$ cat config.mk
export PLATFORM = sky130hd
export DESIGN_NAME = usart_device_flat
export DESIGN_NICKNAME = d
export VERILOG_FILES = /design/src/usart_pkg.sv /design/src/serial_link_if.sv /design/src/usart_device.sv /design/src/flat_wrapper.sv
export VERILOG_INCLUDE_DIRS = /design/src
export SDC_FILE = /design/constraint.sdc
export NUM_CORES = 1
export LEC_CHECK = 0
export ABC_AREA = 1
export BUFFER_PORTS_ARGS = -buffer_cell sky130_fd_sc_hd__buf_2
export CORE_MARGIN = 1
export CORE_UTILIZATION = 55
export DETAILED_ROUTE_END_ITERATION = 6
export MAX_ROUTING_LAYER = met4
export PLACE_DENSITY = 0.84
export SYNTH_ARGS = -nofsm -noshare
export SYNTH_HDL_FRONTEND = slang
export SYNTH_SLANG_ARGS = --single-unit
$ cat constraint.sdc
create_clock -name mclk -period 3.3 [get_ports mclk]
set_clock_uncertainty 0.2 [all_clocks]
set_input_delay 0.33 -clock mclk [delete_from_list [all_inputs] [get_ports mclk]]
set_output_delay 0.33 -clock mclk [all_outputs]
set_load 0.01 [all_outputs]
$ cat src/usart_params.svh
`ifndef USART_PARAMS_SVH
`define USART_PARAMS_SVH

// Register offsets on the eight-bit register port.
`define OFS_PERIPH_INT_FLAGS 8'h0c
`define OFS_RECEIVE_STATUS_CONTROL 8'h18
`define OFS_TRANSMIT_BUFFER 8'h19
`define OFS_RECEIVE_BUFFER 8'h1a
`define OFS_PERIPH_INT_ENABLES 8'h8c
`define OFS_TRANSMIT_STATUS_CONTROL 8'h98
`define OFS_BAUD_DIVISOR 8'h99

// Transmit status and control field positions.
`define TX_CLOCK_SOURCE_MASTER 7
`define TX_NINE_BIT_SEL 6
`define TX_TRANSMIT_ENABLE 5
`define TX_SYNC_SEL 4
`define TX_HIGH_SPEED_SEL 2
`define TX_SHIFTER_EMPTY 1
`define TX_NINTH_BIT 0

// Receive status and control field positions.
`define RX_PORT_ENABLE 7
`define RX_NINE_BIT_SEL 6
`define RX_SINGLE_RX_EN 5
`define RX_CONTINUOUS_RX_EN 4
`define RX_ADDRESS_DETECT_EN 3
`define RX_FRAMING_ERROR 2
`define RX_OVERRUN_ERROR 1
`define RX_NINTH_BIT 0

// Flag and enable positions shared by the flag and enable registers.
`define INT_RX_COMPLETE 5
`define INT_TX_EMPTY 4

// Reset values.
`define RESET_BYTE 8'h00
`define TRANSMIT_STATUS_RESET 8'h02

// Timing counts: sixteen samples per bit, start checked mid-bit,
// and a divide by four turning the slow generator rate into samples.
`define SAMPLE_LAST 4'hf
`define SAMPLE_MID 4'h7
`define LOW_SPEED_PRESCALE_LAST 2'h3
`define CLOCK_HALF_LAST 3'h7
`define FRAME_BITS_EIGHT 4'ha
`define FRAME_BITS_NINE 4'hb

`endif

$ cat src/usart_pkg.sv
package usart_pkg;

  // Transmit engine states.
  typedef enum logic [1:0] {
    tx_idle = 2'b00,
    tx_shift = 2'b01
  } tx_state_t;

  // Receive engine states.
  typedef enum logic [1:0] {
    rx_idle = 2'b00,
    rx_start = 2'b01,
    rx_data = 2'b10,
    rx_stop = 2'b11
  } rx_state_t;

endpackage

$ cat src/serial_link_if.sv
interface serial_link_if;
  // Device transmit line towards the remote end; idles high.
  logic tx_line;
  // Remote transmit line towards the device receiver; idles high.
  logic rx_line;
  // Shift clock driven by the device in synchronous master mode.
  logic ck_line;
  // High while the device drives the shift clock.
  logic ck_oe;

  modport device (output tx_line, input rx_line, output ck_line, output ck_oe);
  modport remote (input tx_line, output rx_line, input ck_line, input ck_oe);
endinterface

$ cat src/usart_device.sv
// Local design decision: the strobed register port.
`include "usart_params.svh"

// Operation
// - Frame: start, eight/nine data, one stop.
// - LSb first; shared format and bit rate.
// - Bit timing from eight-bit baud divisor.
// - High speed selects sixteen, else sixty-four.
// - Sync select clear means asynchronous; no parity.
// - Shifter reloads only after stop bit.
// - Transfer sets the transmit empty flag.
// - Flag sets regardless of its enable.
// - Only a buffer write clears that flag.
// - Read-only shifter empty status bit.
// - Transmit enable sets the empty flag.
// - Software configures, then writes the buffer.
// - Ninth transmit bit set before loading.
// - Receiver samples sixteen times per bit.
// - Nine-bit receive stores the ninth bit.
// - Address frames load and flag at stop.
// - Address detect drops data frames silently.
// - Address detect only in nine-bit mode.
// - Continuous receive enable starts reception.
// - Receive complete flag set on load.
// - Clearing continuous receive clears errors.
// - Sync master drives clock, half-duplex; the code drives only the clock, with no sync data.
module usart_device (
  // Clock, reset and clock enable.
  input wire logic mclk,
  input wire logic reset,
  input wire logic ce,
  // Register port.
  input wire logic [7:0] addr,
  input wire logic [7:0] wdata,
  input wire logic wr,
  input wire logic rd,
  output logic [7:0] rdata,
  // Flag gated by its enable, for the interrupt controller outside.
  output logic irq_req,
  // Serial link.
  serial_link_if.device link
);

  ////////////////////////////////////////////////////////////////////////////
  // Registers and address decode.

  logic [7:0] periph_int_enables; // Interrupt enables, fully writable.
  logic [7:0] tx_ctrl; // Writable fields of the transmit status register.
  logic [7:0] rx_ctrl; // Writable fields of the receive status register.
  logic [7:0] transmit_buffer; // Word waiting for the shifter.
  logic [7:0] receive_buffer; // Last word accepted.
  logic [7:0] baud_divisor; // Generator reload value.
  logic tx_empty_flag; // Transmit buffer can take a word.
  logic rx_complete_flag; // Receive buffer holds an unread word.
  logic framing_error; // Stop bit of the last word was low.
  logic overrun_error; // A word arrived while the buffer was unread.
  logic rx_ninth_bit; // Ninth bit of the last word.
  logic shifter_empty; // Transmit shifter idle.

  wire wr_enables = wr && (addr == `OFS_PERIPH_INT_ENABLES);
  wire wr_tx_ctrl = wr && (addr == `OFS_TRANSMIT_STATUS_CONTROL);
  wire wr_rx_ctrl = wr && (addr == `OFS_RECEIVE_STATUS_CONTROL);
  wire wr_txbuf = wr && (addr == `OFS_TRANSMIT_BUFFER);
  wire wr_divisor = wr && (addr == `OFS_BAUD_DIVISOR);
  wire rd_rxbuf = rd && (addr == `OFS_RECEIVE_BUFFER);

  wire port_enable = rx_ctrl[`RX_PORT_ENABLE];
  wire sync_sel = tx_ctrl[`TX_SYNC_SEL];
  wire transmit_enable = tx_ctrl[`TX_TRANSMIT_ENABLE];
  wire continuous_rx_en = rx_ctrl[`RX_CONTINUOUS_RX_EN];
  wire rx_nine_bit_sel = rx_ctrl[`RX_NINE_BIT_SEL];
  // The engines run only in asynchronous mode with the port enabled.
  wire async_on = port_enable && !sync_sel;

  // Read mux; status bits are assembled from live state.
  logic [7:0] read_mux;
  always_comb begin
    if (addr == `OFS_PERIPH_INT_FLAGS) begin
      read_mux = `RESET_BYTE;
      read_mux[`INT_RX_COMPLETE] = rx_complete_flag;
      read_mux[`INT_TX_EMPTY] = tx_empty_flag;
    end else if (addr == `OFS_RECEIVE_STATUS_CONTROL) begin
      read_mux = rx_ctrl;
      read_mux[`RX_FRAMING_ERROR] = framing_error;
      read_mux[`RX_OVERRUN_ERROR] = overrun_error;
      read_mux[`RX_NINTH_BIT] = rx_ninth_bit;
    end else if (addr == `OFS_TRANSMIT_BUFFER) begin
      read_mux = transmit_buffer;
    end else if (addr == `OFS_RECEIVE_BUFFER) begin
      read_mux = receive_buffer;
    end else if (addr == `OFS_PERIPH_INT_ENABLES) begin
      read_mux = periph_int_enables;
    end else if (addr == `OFS_TRANSMIT_STATUS_CONTROL) begin
      read_mux = tx_ctrl;
      read_mux[`TX_SHIFTER_EMPTY] = shifter_empty;
    end else if (addr == `OFS_BAUD_DIVISOR) begin
      read_mux = baud_divisor;
    end else begin
      read_mux = `RESET_BYTE;
    end
  end

  // Software fields. Status bits inside the control bytes are never stored
  // here, so writes to them are ignored.
  always_ff @(posedge mclk or posedge reset) begin
    if (reset) begin
      periph_int_enables <= `RESET_BYTE;
      tx_ctrl <= `RESET_BYTE;
      rx_ctrl <= `RESET_BYTE;
      baud_divisor <= `RESET_BYTE;
      transmit_buffer <= `RESET_BYTE;
      rdata <= `RESET_BYTE;
    end else if (ce) begin
      rdata <= rd ? read_mux : `RESET_BYTE;
      if (wr_enables) begin
        periph_int_enables <= wdata;
      end
      if (wr_tx_ctrl) begin
        tx_ctrl <= wdata & 8'hf5;
      end
      if (wr_rx_ctrl) begin
        rx_ctrl <= wdata & 8'hf8;
      end
      if (wr_divisor) begin
        baud_divisor <= wdata;
      end
      if (wr_txbuf) begin
        transmit_buffer <= wdata;
      end
    end
  end

  ////////////////////////////////////////////////////////////////////////////
  // Baud generator and sample tick.

  logic [7:0] brg_count; // Down counter reloaded from the divisor.
  logic [1:0] prescale; // Divides the slow rate down to samples.
  wire brg_tick = port_enable && (brg_count == 8'h00);
  // One bit is always sixteen sample ticks, so the slow rate is quartered.
  wire sample_tick = brg_tick &&
    (tx_ctrl[`TX_HIGH_SPEED_SEL] || prescale == `LOW_SPEED_PRESCALE_LAST);

  always_ff @(posedge mclk or posedge reset) begin
    if (reset) begin
      brg_count <= 8'h00;
      prescale <= 2'h0;
    end else if (ce) begin
      if (!port_enable) begin
        brg_count <= baud_divisor;
        prescale <= 2'h0;
      end else if (brg_tick) begin
        brg_count <= baud_divisor;
        prescale <= prescale + 2'h1;
      end else begin
        brg_count <= brg_count - 8'h01;
      end
    end
  end

  ////////////////////////////////////////////////////////////////////////////
  // Transmitter.

  usart_pkg::tx_state_t tx_state; // Transmit engine state.
  logic [10:0] tx_shifter; // Frame bits, current bit at bit 0.
  logic [3:0] tx_bits_left; // Bits still to send, current included.
  logic [3:0] tx_samples; // Sample ticks within the current bit.
  logic tx_buf_full; // Buffer holds a word not yet taken.
  logic transmit_enable_prev; // Enable one cycle ago, for its rising edge.
  logic tx_out; // Line level, from a flop.

  // A write in the same cycle wins; the transfer simply waits one cycle
  // so the flag never disagrees with the buffer.
  wire tx_go = (tx_state == usart_pkg::tx_idle) && tx_buf_full && transmit_enable &&
               async_on && !wr_txbuf;
  wire tx_bit_end = sample_tick && (tx_samples == `SAMPLE_LAST);

  always_ff @(posedge mclk or posedge reset) begin
    if (reset) begin
      tx_state <= usart_pkg::tx_idle;
      tx_shifter <= 11'h7ff;
      tx_bits_left <= 4'h0;
      tx_samples <= 4'h0;
      tx_out <= 1'b1;
    end else if (ce) begin
      case (tx_state)
        usart_pkg::tx_idle: begin
          tx_out <= 1'b1;
          tx_samples <= 4'h0;
          if (tx_go) begin
            tx_shifter <= {1'b1, tx_ctrl[`TX_NINE_BIT_SEL] ? tx_ctrl[`TX_NINTH_BIT] : 1'b1,
                           transmit_buffer, 1'b0};
            tx_bits_left <= tx_ctrl[`TX_NINE_BIT_SEL] ? `FRAME_BITS_NINE : `FRAME_BITS_EIGHT;
            tx_out <= 1'b0;
            tx_state <= usart_pkg::tx_shift;
          end
        end
        default: begin
          if (sample_tick) begin
            tx_samples <= tx_samples + 4'h1;
          end
          if (tx_bit_end) begin
            if (tx_bits_left == 4'h1) begin
              tx_state <= usart_pkg::tx_idle;
            end else begin
              tx_shifter <= {1'b1, tx_shifter[10:1]};
              tx_out <= tx_shifter[1];
              tx_bits_left <= tx_bits_left - 4'h1;
            end
          end
        end
      endcase
    end
  end

  // Buffer occupancy and the two transmit status bits.
  always_ff @(posedge mclk or posedge reset) begin
    if (reset) begin
      tx_buf_full <= 1'b0;
      tx_empty_flag <= 1'b0;
      transmit_enable_prev <= 1'b0;
      shifter_empty <= 1'b1;
    end else if (ce) begin
      transmit_enable_prev <= transmit_enable;
      shifter_empty <= (tx_state == usart_pkg::tx_idle) && !tx_go;
      if (wr_txbuf) begin
        tx_buf_full <= 1'b1;
      end else if (tx_go) begin
        tx_buf_full <= 1'b0;
      end
      // Set wins; the flag register itself is never written.
      if (tx_go || (transmit_enable && !transmit_enable_prev)) begin
        tx_empty_flag <= 1'b1;
      end else if (wr_txbuf) begin
        tx_empty_flag <= 1'b0;
      end
    end
  end

  ////////////////////////////////////////////////////////////////////////////
  // Receiver.

  logic rx_sync1; // First synchroniser stage, read by the second only.
  logic rx_sync2; // Second stage.
  logic rx_sync3; // Third stage.
  logic rx_level; // Filtered line level.
  logic rx_level_prev; // Filtered level one cycle ago.
  usart_pkg::rx_state_t rx_state; // Receive engine state.
  logic [3:0] rx_samples; // Sample ticks within the current bit.
  logic [3:0] rx_bits_left; // Data bits still to take.
  logic [8:0] rx_shifter; // Data bits, shifted in from the top.

  wire rx_run = async_on && continuous_rx_en;
  wire rx_fall = rx_level_prev && !rx_level;
  wire rx_ninth = rx_shifter[8];
  // Data frames are dropped only when nine-bit mode and detect are both on.
  wire rx_drop = rx_nine_bit_sel && rx_ctrl[`RX_ADDRESS_DETECT_EN] && !rx_ninth;
  // A frame cut short by clearing the receive enable must not load or flag.
  wire rx_stop_end = rx_run && (rx_state == usart_pkg::rx_stop) && sample_tick &&
                     (rx_samples == `SAMPLE_LAST);
  wire rx_load = rx_stop_end && !rx_drop && !rx_complete_flag;

  // Pin synchroniser; a change counts once stages two and three agree.
  always_ff @(posedge mclk or posedge reset) begin
    if (reset) begin
      rx_sync1 <= 1'b1;
      rx_sync2 <= 1'b1;
      rx_sync3 <= 1'b1;
      rx_level <= 1'b1;
      rx_level_prev <= 1'b1;
    end else if (ce) begin
      rx_sync1 <= link.rx_line;
      rx_sync2 <= rx_sync1;
      rx_sync3 <= rx_sync2;
      rx_level_prev <= rx_level;
      if (rx_sync2 == rx_sync3) begin
        rx_level <= rx_sync3;
      end
    end
  end

  // Frame engine: mid-start check at sample seven, then sixteen per bit.
  always_ff @(posedge mclk or posedge reset) begin
    if (reset) begin
      rx_state <= usart_pkg::rx_idle;
      rx_samples <= 4'h0;
      rx_bits_left <= 4'h0;
      rx_shifter <= 9'h000;
    end else if (ce) begin
      if (sample_tick) begin
        rx_samples <= rx_samples + 4'h1;
      end
      case (rx_state)
        usart_pkg::rx_idle: begin
          rx_samples <= 4'h0;
          if (rx_run && rx_fall) begin
            rx_state <= usart_pkg::rx_start;
          end
        end
        usart_pkg::rx_start: begin
          if (sample_tick && rx_samples == `SAMPLE_MID) begin
            rx_samples <= 4'h0;
            rx_bits_left <= rx_nine_bit_sel ? 4'h9 : 4'h8;
            rx_state <= rx_level ? usart_pkg::rx_idle : usart_pkg::rx_data;
          end
        end
        usart_pkg::rx_data: begin
          if (sample_tick && rx_samples == `SAMPLE_LAST) begin
            rx_shifter <= {rx_level, rx_shifter[8:1]};
            rx_bits_left <= rx_bits_left - 4'h1;
            if (rx_bits_left == 4'h1) begin
              rx_state <= usart_pkg::rx_stop;
            end
          end
        end
        default: begin
          if (rx_stop_end) begin
            rx_state <= usart_pkg::rx_idle;
          end
        end
      endcase
      if (!rx_run) begin
        rx_state <= usart_pkg::rx_idle;
      end
    end
  end

  // Receive buffer, flag and errors. An eight-bit word sits in bits 8:1.
  always_ff @(posedge mclk or posedge reset) begin
    if (reset) begin
      receive_buffer <= `RESET_BYTE;
      rx_complete_flag <= 1'b0;
      rx_ninth_bit <= 1'b0;
      framing_error <= 1'b0;
      overrun_error <= 1'b0;
    end else if (ce) begin
      if (rx_load) begin
        receive_buffer <= rx_nine_bit_sel ? rx_shifter[7:0] : rx_shifter[8:1];
        rx_ninth_bit <= rx_nine_bit_sel && rx_ninth;
        framing_error <= !rx_level;
        rx_complete_flag <= 1'b1;
      end else if (rd_rxbuf) begin
        rx_complete_flag <= 1'b0;
      end
      if (rx_stop_end && !rx_drop && rx_complete_flag) begin
        overrun_error <= 1'b1;
      end else if (!continuous_rx_en) begin
        overrun_error <= 1'b0;
        framing_error <= 1'b0;
      end
    end
  end

  ////////////////////////////////////////////////////////////////////////////
  // Synchronous master clock and interrupt request.

  logic [2:0] ck_half; // Sample ticks per half clock period.
  logic ck_out; // Shift clock level.
  logic ck_drive; // Clock pin enable.
  wire ck_master = port_enable && sync_sel && tx_ctrl[`TX_CLOCK_SOURCE_MASTER];

  // In synchronous master mode the async engines stay idle, so the line
  // carries only the clock; no data is transferred in that mode.
  always_ff @(posedge mclk or posedge reset) begin
    if (reset) begin
      ck_half <= 3'h0;
      ck_out <= 1'b1;
      ck_drive <= 1'b0;
      irq_req <= 1'b0;
    end else if (ce) begin
      ck_drive <= ck_master;
      irq_req <= (tx_empty_flag && periph_int_enables[`INT_TX_EMPTY]) ||
                 (rx_complete_flag && periph_int_enables[`INT_RX_COMPLETE]);
      if (!ck_master) begin
        ck_half <= 3'h0;
        ck_out <= 1'b1;
      end else if (sample_tick) begin
        ck_half <= ck_half + 3'h1;
        if (ck_half == `CLOCK_HALF_LAST) begin
          ck_out <= !ck_out;
        end
      end
    end
  end

  assign link.tx_line = tx_out;
  assign link.ck_line = ck_out;
  assign link.ck_oe = ck_drive;

endmodule

$ cat src/flat_wrapper.sv
// flat-port wrapper written by rule: the top's interface ports become plain ports
module usart_device_flat 
  (mclk, reset, ce, addr, wdata, wr, rd, rdata, irq_req, link_tx_line, link_rx_line, link_ck_line, link_ck_oe);
  serial_link_if link_i ();
  input wire logic mclk;
  input wire logic reset;
  input wire logic ce;
  input wire logic [7:0] addr;
  input wire logic [7:0] wdata;
  input wire logic wr;
  input wire logic rd;
  output logic [7:0] rdata;
  output logic irq_req;
  output wire logic [$bits(link_i.tx_line)-1:0] link_tx_line;
  input wire logic [$bits(link_i.rx_line)-1:0] link_rx_line;
  output wire logic [$bits(link_i.ck_line)-1:0] link_ck_line;
  output wire logic [$bits(link_i.ck_oe)-1:0] link_ck_oe;
  assign link_tx_line = link_i.tx_line;
  assign link_i.rx_line = link_rx_line;
  assign link_ck_line = link_i.ck_line;
  assign link_ck_oe = link_i.ck_oe;
  usart_device u_core (.mclk(mclk), .reset(reset), .ce(ce), .addr(addr), .wdata(wdata), .wr(wr), .rd(rd), .rdata(rdata), .irq_req(irq_req), .link(link_i));
endmodule
# Word-level counts from Yosys, hierarchy flattened
# Cells that the tools add are included.
# W data, S select, Z words.
# word_totals
input_bits	22
elab_cells	214
ff_bits	121
# op_classes
add_sub_neg	7
n_eq_ne	31
muxes	64
n_reduce_logical	77
# op_table
op	n
$mux W8	11
$mux W11	4
$mux W4	10
$logic_and A1 B1 Y1	34
$reduce_and A2 Y1	14
$mux W2	13
$eq A8 B5 Y1 const B	3
$eq A8 B8 Y1 const B	3
$mux W1	21
$pmux W4 S2	2
$reduce_bool A2 Y1	7
$ne A3 B3 Y1 const B	4
$reduce_and A4 Y1	3
$logic_not A1 Y1	9
$reduce_and A3 Y1	3
$add A4 B1 Y4 const B	2
$eq A4 B1 Y1 const B	2
$eq A4 B4 Y1 const B	2
$eq A8 B4 Y1 const B	1
$logic_not A8 Y1	1
$ne A2 B1 Y1 const B	4
$ne A2 B2 Y1 const B	4
$sub A4 B1 Y4 const B	2
$sub A8 B1 Y8 const B	1
13 further kinds	19

# Logic depth before layout (Yosys ltp)
# Gate-level depths: netlist of run 1.
# depth
ltp_word	11
ltp_mapped	12
mapped_depth_nobuf	11

# Least setup slack after synthesis of run 1
# No wires, ideal clock.
# synth_path
kind	flip-flop to flip-flop
start	register u_core.brg_count[0]
end	register u_core.tx_bits_left[2]
synth_period_minus_slack_ns	2.019
slack_ns	1.281
required_ns	2.982
t_arrival_ns	1.700
path_buffers	1
path_stages_with_launch	13
cell_sequence	dfrtp_1 inv_1 ha_1 nand2_2 nor2_8 nand4_4 clkinv_2 nand2_2 a21boi_4 nand2_4 buf_6 nand2_1 o21ai_2
# synth_between
elab_chain_len	6
# synth_rtl
item	line_no	source
start, declared	usart_device.sv:136	logic [7:0] brg_count;
start signal, assigned	usart_device.sv:149	brg_count <= baud_divisor;
start signal, assigned	usart_device.sv:152	brg_count <= baud_divisor;
start signal, assigned	usart_device.sv:155	brg_count <= brg_count - 8'h01;
$logic_not A8 Y1	usart_device.sv:138	wire brg_tick = port_enable && (brg_count == 8'h00);
$logic_and A1 B1 Y1	usart_device.sv:138	
$logic_and A1 B1 Y1	usart_device.sv:140	wire sample_tick = brg_tick &&
$logic_and A1 B1 Y1	usart_device.sv:175	wire tx_bit_end = sample_tick && (tx_samples == `SAMPLE_LAST);
$reduce_bool A2 Y1 (no line)	n/a	
$reduce_and A4 Y1 (no line)	n/a	
end signal, assigned	usart_device.sv:192	tx_bits_left <= tx_ctrl[`TX_NINE_BIT_SEL] ? `FRAME_BITS_NINE : `FRAME_BITS_EIGHT;
end signal, assigned	usart_device.sv:207	tx_bits_left <= tx_bits_left - 4'h1;
end, declared	usart_device.sv:165	logic [3:0] tx_bits_left;
# Every way passes these cells.
# A chain may end at the register's enable or synchronous reset.

# Final worst setup path of run 1
# layout_path
start	register u_core.brg_count[0]
end	register u_core.rx_shifter[2]
# layout_between
elab_chain_len	5
# layout_rtl
item	line_no	source
$logic_not A8 Y1	usart_device.sv:138	
$logic_and A1 B1 Y1	usart_device.sv:138	
$logic_and A1 B1 Y1	usart_device.sv:140	
$logic_and A1 B1 Y1 (no line)	n/a	
$reduce_and A3 Y1 (no line)	n/a	
end signal, assigned	usart_device.sv:308	rx_shifter <= {rx_level, rx_shifter[8:1]};
end, declared	usart_device.sv:250	logic [8:0] rx_shifter;
# Every way passes these cells.

==> impl_metrics.tcl, run 1 <==
set metrics [dict create \
    synth_top_area_share_pct 41.9 \
    nFillCells 824 \
    r2r-end "u_core.rx_shifter[2]" \
    arrival_ns 2.59 \
    rows 37 \
    syn-mean-instance-area_um2 8.17 \
    endpoint "u_core.rx_shifter[2]" \
    grt_pass1_wl_mm 24.8 \
    power.density_nw_per_um2 561 \
    dr_total_vias 5176 \
    wl_per_cell_um 15.9 \
    report.final.slew_viol_count 0 \
    gp_congestion 0.922 \
    cts_buffers 17 \
    hpwlAfterDp_mm 10.6 \
    htree_num_levels 4 \
    grt_antenna_before_repair 0 \
    rsz0062_at_grt "false" \
    clkSlewWorstSetupHoldPaths_ns 0.06 \
    drt_iter0_markers 412 \
    fin_crit_ns 2.38 \
    cts_buffer_depth 2 \
    fmax_mhz 420 \
    drive_gt1_share_pct 14.6 \
    core_area_um2 10500 \
    p_leak_nw 3.42 \
    r2r_slack_ns 0.92 \
    timing.final.hold_violations 0 \
    max_cap_violations 0 \
    drtAntennaViolNets 0 \
    crit_required_ns 3.51 \
    chipWidth_um 107 \
    grt.total_usage_pct 29.1 \
    syn-num-nets 775 \
    synthArstFlopShare_pct 100 \
    synth_edf_count 0 \
    ys_seq_area_share_pct 49.3 \
    grt_pass1_vias 5168 \
    yosysTopAreaCell "dfrtp_1" \
    synthMostInstantiatedCell "nand2_1" \
    yosys_warnings 0 \
    min_period_over_period_pct 72.2 \
    syn-cell-area_um2 6030 \
    syn_to_final_growth_pct 17.0 \
    cts-root-buf "clkbuf_8" \
    grt_max_degree 65 \
    reg2reg_from "u_core.brg_count[0]" \
    synth_ff_type "dfrtp_1" \
    outcome "finished, final reports clean" \
    max_slew_margin_pct 49.0 \
    vias_per_cell 5.56 \
    min_path_type "primary input to register" \
    crit_path_start "u_core.brg_count[0]" \
    finalSetupViolCount 0 \
    ff_latch_area_um2 2970 \
    cts-resized-gates 0 \
    ff2ff_path_depth 7 \
    multi_input_area_um2 2580 \
    drc 0 \
    cp_max_fo 18 \
    cp-start-kind "register" \
    end_kind "register" \
    io_buffers 33 \
    synthCells 738 \
    hold_start "rd" \
    dpl_cell_area_um2 6300 \
    start_util_pct 57.6 \
    ir_worst_vdd_mv 0.405 \
    fp.dieH_um 107 \
    worst_pin_slew_ns 0.760 \
    final_nets 819 \
    clock_sinks 118 \
    top_level_ports 34 \
    cts_tree "yes" \
    fp.dieArea_um2 11400 \
    antennaDiodeCount 0 \
    fin_tns_setup_ns 0 \
    yosys-top-cells-area "dfrtp_1 42%, nand2_1 13%, dfstp_2 7.4%" \
    ys_types 41 \
    drtPass1Iterations 5 \
    routed_wl_mm 14.8 \
    hold_ws_ns 0.0132 \
    gr-total-overflow 0 \
    synthTopCellsByCount "208 x nand2_1, 101 x dfrtp_1, 94 x inv_1" \
    path_class "register to register" \
    design_area_um2 7050 \
    post-cts-setup-buffers 0 \
    clock_latency_ns 0.52 \
    synth_seq_cells 118 \
]
==> cells by family after synthesis <==
logic type	count (synthesis)	synth area share, %
xor+xnor	10	1.45
mux	6	0.996
flops	118	49.3
fa+ha+maj	15	3.11
simple gates	329	23.7
compound gates	142	13.6
buf+inv	118	7.85
==> state kept, by name, summed over array words and instances (netlist names), 5 cells and up <==
signal                     count
u_core.tx_shifter              9
u_core.rx_ctrl                 5
u_core.periph_int_enables      8
u_core.receive_buffer          8
u_core.rdata                   8
u_core.brg_count               8
u_core.tx_ctrl                 6
u_core.rx_shifter              9
u_core.transmit_buffer         8
u_core.baud_divisor            8
==> layout by cell type, fill, tap and decap left out, types with 2 or more instances in the layout <==
cell type	n
ha_1	15
dfstp_2	17
xor2_1	8
dlygate4sd3_1	10
nor3_1	11
buf_2	33
clkinvlp_4	3
nand3_1	33
clkinv_4	3
inv_1	93
nor2_1	48
o221ai_1	5
a21oi_1	21
nand3b_1	2
nand2_1	208
o21ai_0	81
o21ai_1	9
nor2_2	2
xnor2_1	2
buf_4	3
or2_2	3
mux2i_1	6
nand4_1	10
dfrtp_1	101
o21ai_2	12
clkbuf_8	4
nand2_2	4
o211ai_1	6
o22ai_1	3
nand4_4	2
clkbuf_16	16
clkinv_2	2
bufinv_16	5
a211oi_1	2
==> layer usage <==
metal | track usage, % | vias up | wire [um]
met5 | - | - | 0
met4 | 12.6 | 0 | 404
met3 | 6.57 | 39 | 1020
met2 | 46.0 | 192 | 7200
met1 | 36.1 | 2477 | 6190
li1 | - | 2468 | -
==> layout make-up <==
class                           instances  area share (%)
Sequential cell                       118            42.2
Multi-Input combinational cell        502            36.6
Clock buffer                           21            6.51
Inverter                               96            5.18
Timing Repair Buffer                   47            4.36
Clock inverter                         11            2.78
Tap cell                              136            2.41
==> worst min-delay path by stage <==
stage                                endpoint  slack (ns)  depth (start not counted)
floorplan                     u_core.rx_sync1        0.23                          2
global placement       u_core.baud_divisor[0]        0.19                          2
detailed placement  u_core.transmit_buffer[6]        0.20                          2
CTS                           u_core.rdata[5]       0.002                          5
global route                  u_core.rdata[5]        0.04                          5
finish                        u_core.rdata[5]        0.01                          5
==> power breakdown <==
part           internal (mW)  switching [mW]  total, mW
Combinational          0.117           0.201      0.318
Clock                   1.37           0.670       2.04
Sequential              1.54          0.0619       1.60
==> what timing repair did <==
| item | in CTS | in global routing |
|---|---|---|
| hold buffers | 10 | 0 |
| endpoints found under the hold margin | 52 | 0 |
| setup endpoints to repair | 0 | 0 |
==> worst max-delay path, cell delays in order, from the launching register on <==
cell and delay (ns):
dfrtp_1 0.41, inv_1 0.10, ha_1 0.16, nand2_2 0.09, nor2_8 0.17, nand4_1 0.19, nand3b_1 0.60, o21ai_0 0.36
==> through the flow <==
stage	setup WS [ns]	cells	power, mW	utilization, %
finish	0.919	931	3.96	67.4
CTS	0.952	931	3.97	67.4
global placement	1.09	889	1.91	60.2
detailed placement	1.01	889	1.93	60.2
floorplan	1.28	738	1.84	-
global route	0.723	931	4.09	67.4
Note: power is estimated with default switching activity, not from simulation.
==> run 2, diff against run 1 <==
ABC_AREA = 0   (was 1)
CORE_UTILIZATION = 59   (was 55)
PLACE_DENSITY = 0.85   (was 0.84)
clock period = 2.4 ns   (was 3.3 ns; I/O delays follow)
==> run 2 against run 1 <==
Net effect: wire length rose by 17%; global-route usage rose by 4.8 points; synthesized area rose by 1.8%; combinational power rose by 22%; cell area rose by 5.6%; setup slack got worse by 0.85 ns; sequential power rose by 32%; clock-buffer cell count rose by 6; via count rose by 2.6%; utilization rose by 7.7 points; first-iteration DRC count rose by 33%; total power rose by 18%; critical path type unchanged; largest cell class is now multi-input combinational cells; highest routed layer unchanged.
==> impl_metrics.tcl, run 2 <==
set metrics [dict create \
    outcome "finished, final reports clean" \
    grt.met1_usage_pct 42.9 \
    multi_input_area_um2 3060 \
    htree_num_levels 4 \
    path_class "register to register" \
    vias_per_cell 6.48 \
    final_common_cell "dfrtp_1" \
    ff_latch_area_um2 2980 \
    cp-start-kind "register" \
    worst_pin_slew_ns 0.593 \
    drtAntennaViolNets 0 \
    syn-num-nets 623 \
    grt_max_degree 90 \
    final_nets 709 \
    end_kind "register" \
    core_area_um2 9910 \
    drive_gt1_share_pct 26.6 \
    chipWidth_um 104 \
    gr-total-overflow 0 \
    synthMostInstantiatedCell "dfrtp_1" \
    io_buffers 33 \
    syn-cell-area_um2 6130 \
    synth_edf_count 0 \
    report.final.slew_viol_count 0 \
    grt_antenna_before_repair 1 \
    fin_cells 819 \
    fmax_mhz 428 \
    drtPass1Iterations 5 \
    min_path_type "primary input to register" \
    nFillCells 644 \
    largest_registers "u_core.rx_shifter (9), u_core.tx_shifter (9)" \
    syn-mean-instance-area_um2 10.5 \
    synth_seq_cells 118 \
    fin_crit_ns 2.33 \
    use_met2_pct 52.2 \
    synth_top_area_share_pct 41.2 \
    drt_iter0_markers 548 \
    fp.dieArea_um2 10800 \
    yosysTopAreaCell "dfrtp_1" \
    rsz0062_at_grt "true" \
    power.total_mw 4.67 \
    wl_per_cell_um 21.1 \
    globalRouteMet3Util_pct 9.90 \
    rows 36 \
    ys_types 66 \
    routed_wl_mm 17.3 \
    synthArstFlopShare_pct 100 \
    grt_pass1_wl_mm 27.4 \
    syn_to_final_growth_pct 21.4 \
    finish.utilization_pct 75.2 \
    final_cell_mix "100 x dfrtp_1, 64 x nand2_1, 45 x buf_4, 38 x mux2_2, 36 x o21ai_0" \
    clkSlewWorstSetupHoldPaths_ns 0.05 \
    timing.final.hold_violations 0 \
    yosys_warnings 0 \
    clock_latency_ns 0.52 \
    dp_cells 769 \
    top_level_ports 34 \
    fp.dieH_um 104 \
    ir_worst_vdd_mv 0.706 \
    max_cap_violations 0 \
    finalSetupViolCount 0 \
    cts_tree "yes" \
    power.density_nw_per_um2 628 \
    crit_required_ns 2.63 \
    p_leak_nw 3.41 \
    gp_congestion 1.03 \
    clock_sinks 118 \
    min_period_over_period_pct 97.3 \
    grt_pass1_vias 5278 \
    top_usage_layer "met2" \
    start_util_pct 61.9 \
    drc 0 \
    hpwlAfterDp_mm 11.7 \
    cts_buffer_depth 2 \
    yosys-top-cells-area "dfrtp_1 41%, dfstp_2 7.3%, mux2_2 7.0%" \
    synth_ff_type "dfrtp_1" \
    synthCells 586 \
    max_slew_margin_pct 60.4 \
    arrival_ns 2.57 \
    synthTopCellsByCount "101 x dfrtp_1, 64 x nand2_1, 38 x mux2_2" \
    cts_buffers 17 \
    grt.total_usage_pct 34.0 \
    cp_max_fo 8 \
    cts-root-buf "clkbuf_8" \
    ys_seq_area_share_pct 48.5 \
    dr_total_vias 5311 \
]
[run 2: changes by cell type in the layout (fill, tap and decap cells not counted), moves of 8 or more]
cell     change
nand2_1    -144
mux2_1      +26
nor2_1      -17
inv_1       -74
nand3_1     -19
a22o_1       +8
mux2_2      +38
o21ai_0     -45
mux2i_1     +14
o21ai_2     -12
buf_4       +42
[run 2: metal layers]
layer  part of all wire [%]  vias to the layer above
met3                    9.5                       68
met5                      0                        -
li1                       -                     2318
met1                     39                     2609
met4                    3.3                        0
met2                     48                      316
[run 2: critical path: stages (launching register included)]
cell	delay, ns
dfrtp_1	0.40
inv_2	0.10
ha_4	0.13
or3b_4	0.43
nor3_4	0.21
buf_6	0.17
nand4_1	0.14
a21oi_2	0.26
mux2i_1	0.21
[run 2: cell type report]
type                    count  share of cell area, %
clock buffers              27                   6.33
inverters                  23                   1.21
multi-input cells         420                   41.1
diodes                      1                 0.0336
well taps                 133                   2.23
repair buffers             92                   8.79
clock inverters             5                  0.336
flip-flops and latches    118                   40.0
[run 2: logic make-up (layout without fill, tap and decap cells)]
group                    count (synthesis)  after routing  synth area share (%)
other                                    0              1                     0
flip-flops                             118            118                  48.5
adder cells (fa/ha/maj)                 15             15                  3.06
XOR/XNOR                                 2              2                 0.286
buffers and inverters                   48            147                  2.98
AO/OA/AOI/OAI                          139            139                  14.9
multiplexers                            84             84                  15.0
AND/OR/NAND/NOR                        180            180                  15.3
[run 2: repair_timing]
item,in CTS,in global routing
setup buffers,0,5
gates resized for setup,3,12
cloned,0,0
setup endpoints to repair,23,31
pin swaps,0,3
hold buffers,12,0
hold endpoints to repair,145,0
[run 2: power by group]
part           switching, mW  internal [mW]  total [mW]
sequential            0.0583           2.06        2.12
combinational          0.237          0.152       0.389
clock                  0.854           1.31        2.17
[run 2: worst paths after layout]
kind                                                  start  cells after the start  slack, ns                   end
worst max-delay path                    u_core.brg_count[1]                      8       0.07    u_core.rx_state[0]
min in group asynchronous                             reset                      4       0.18  u_core.rx_shifter[7]
max in group asynchronous                             reset                      4       1.39  u_core.tx_shifter[5]
worst min register to register  u_core.transmit_enable_prev                      1       0.26  u_core.tx_empty_flag
worst min-delay path                                     wr                      4       0.04    u_core.tx_state[0]
worst max register to register          u_core.brg_count[1]                      8       0.07    u_core.rx_state[0]
[run 2: per-stage QoR]
step / instance area (um^2) / hold WS [ns] / TNS (ns) / worst slack [ns]
global route: 7450 / 0.0421 / -0.100 / -0.0577
CTS: 7340 / 0.0224 / 0 / 0.000756
detailed placement: 6720 / 0.206 / -0.378 / -0.0565
floorplan: 6170 / 0.157 / 0 / 0.00960
finish: 7450 / 0.0352 / 0 / 0.0659
global placement: 6720 / 0.196 / 0 / 0.0578
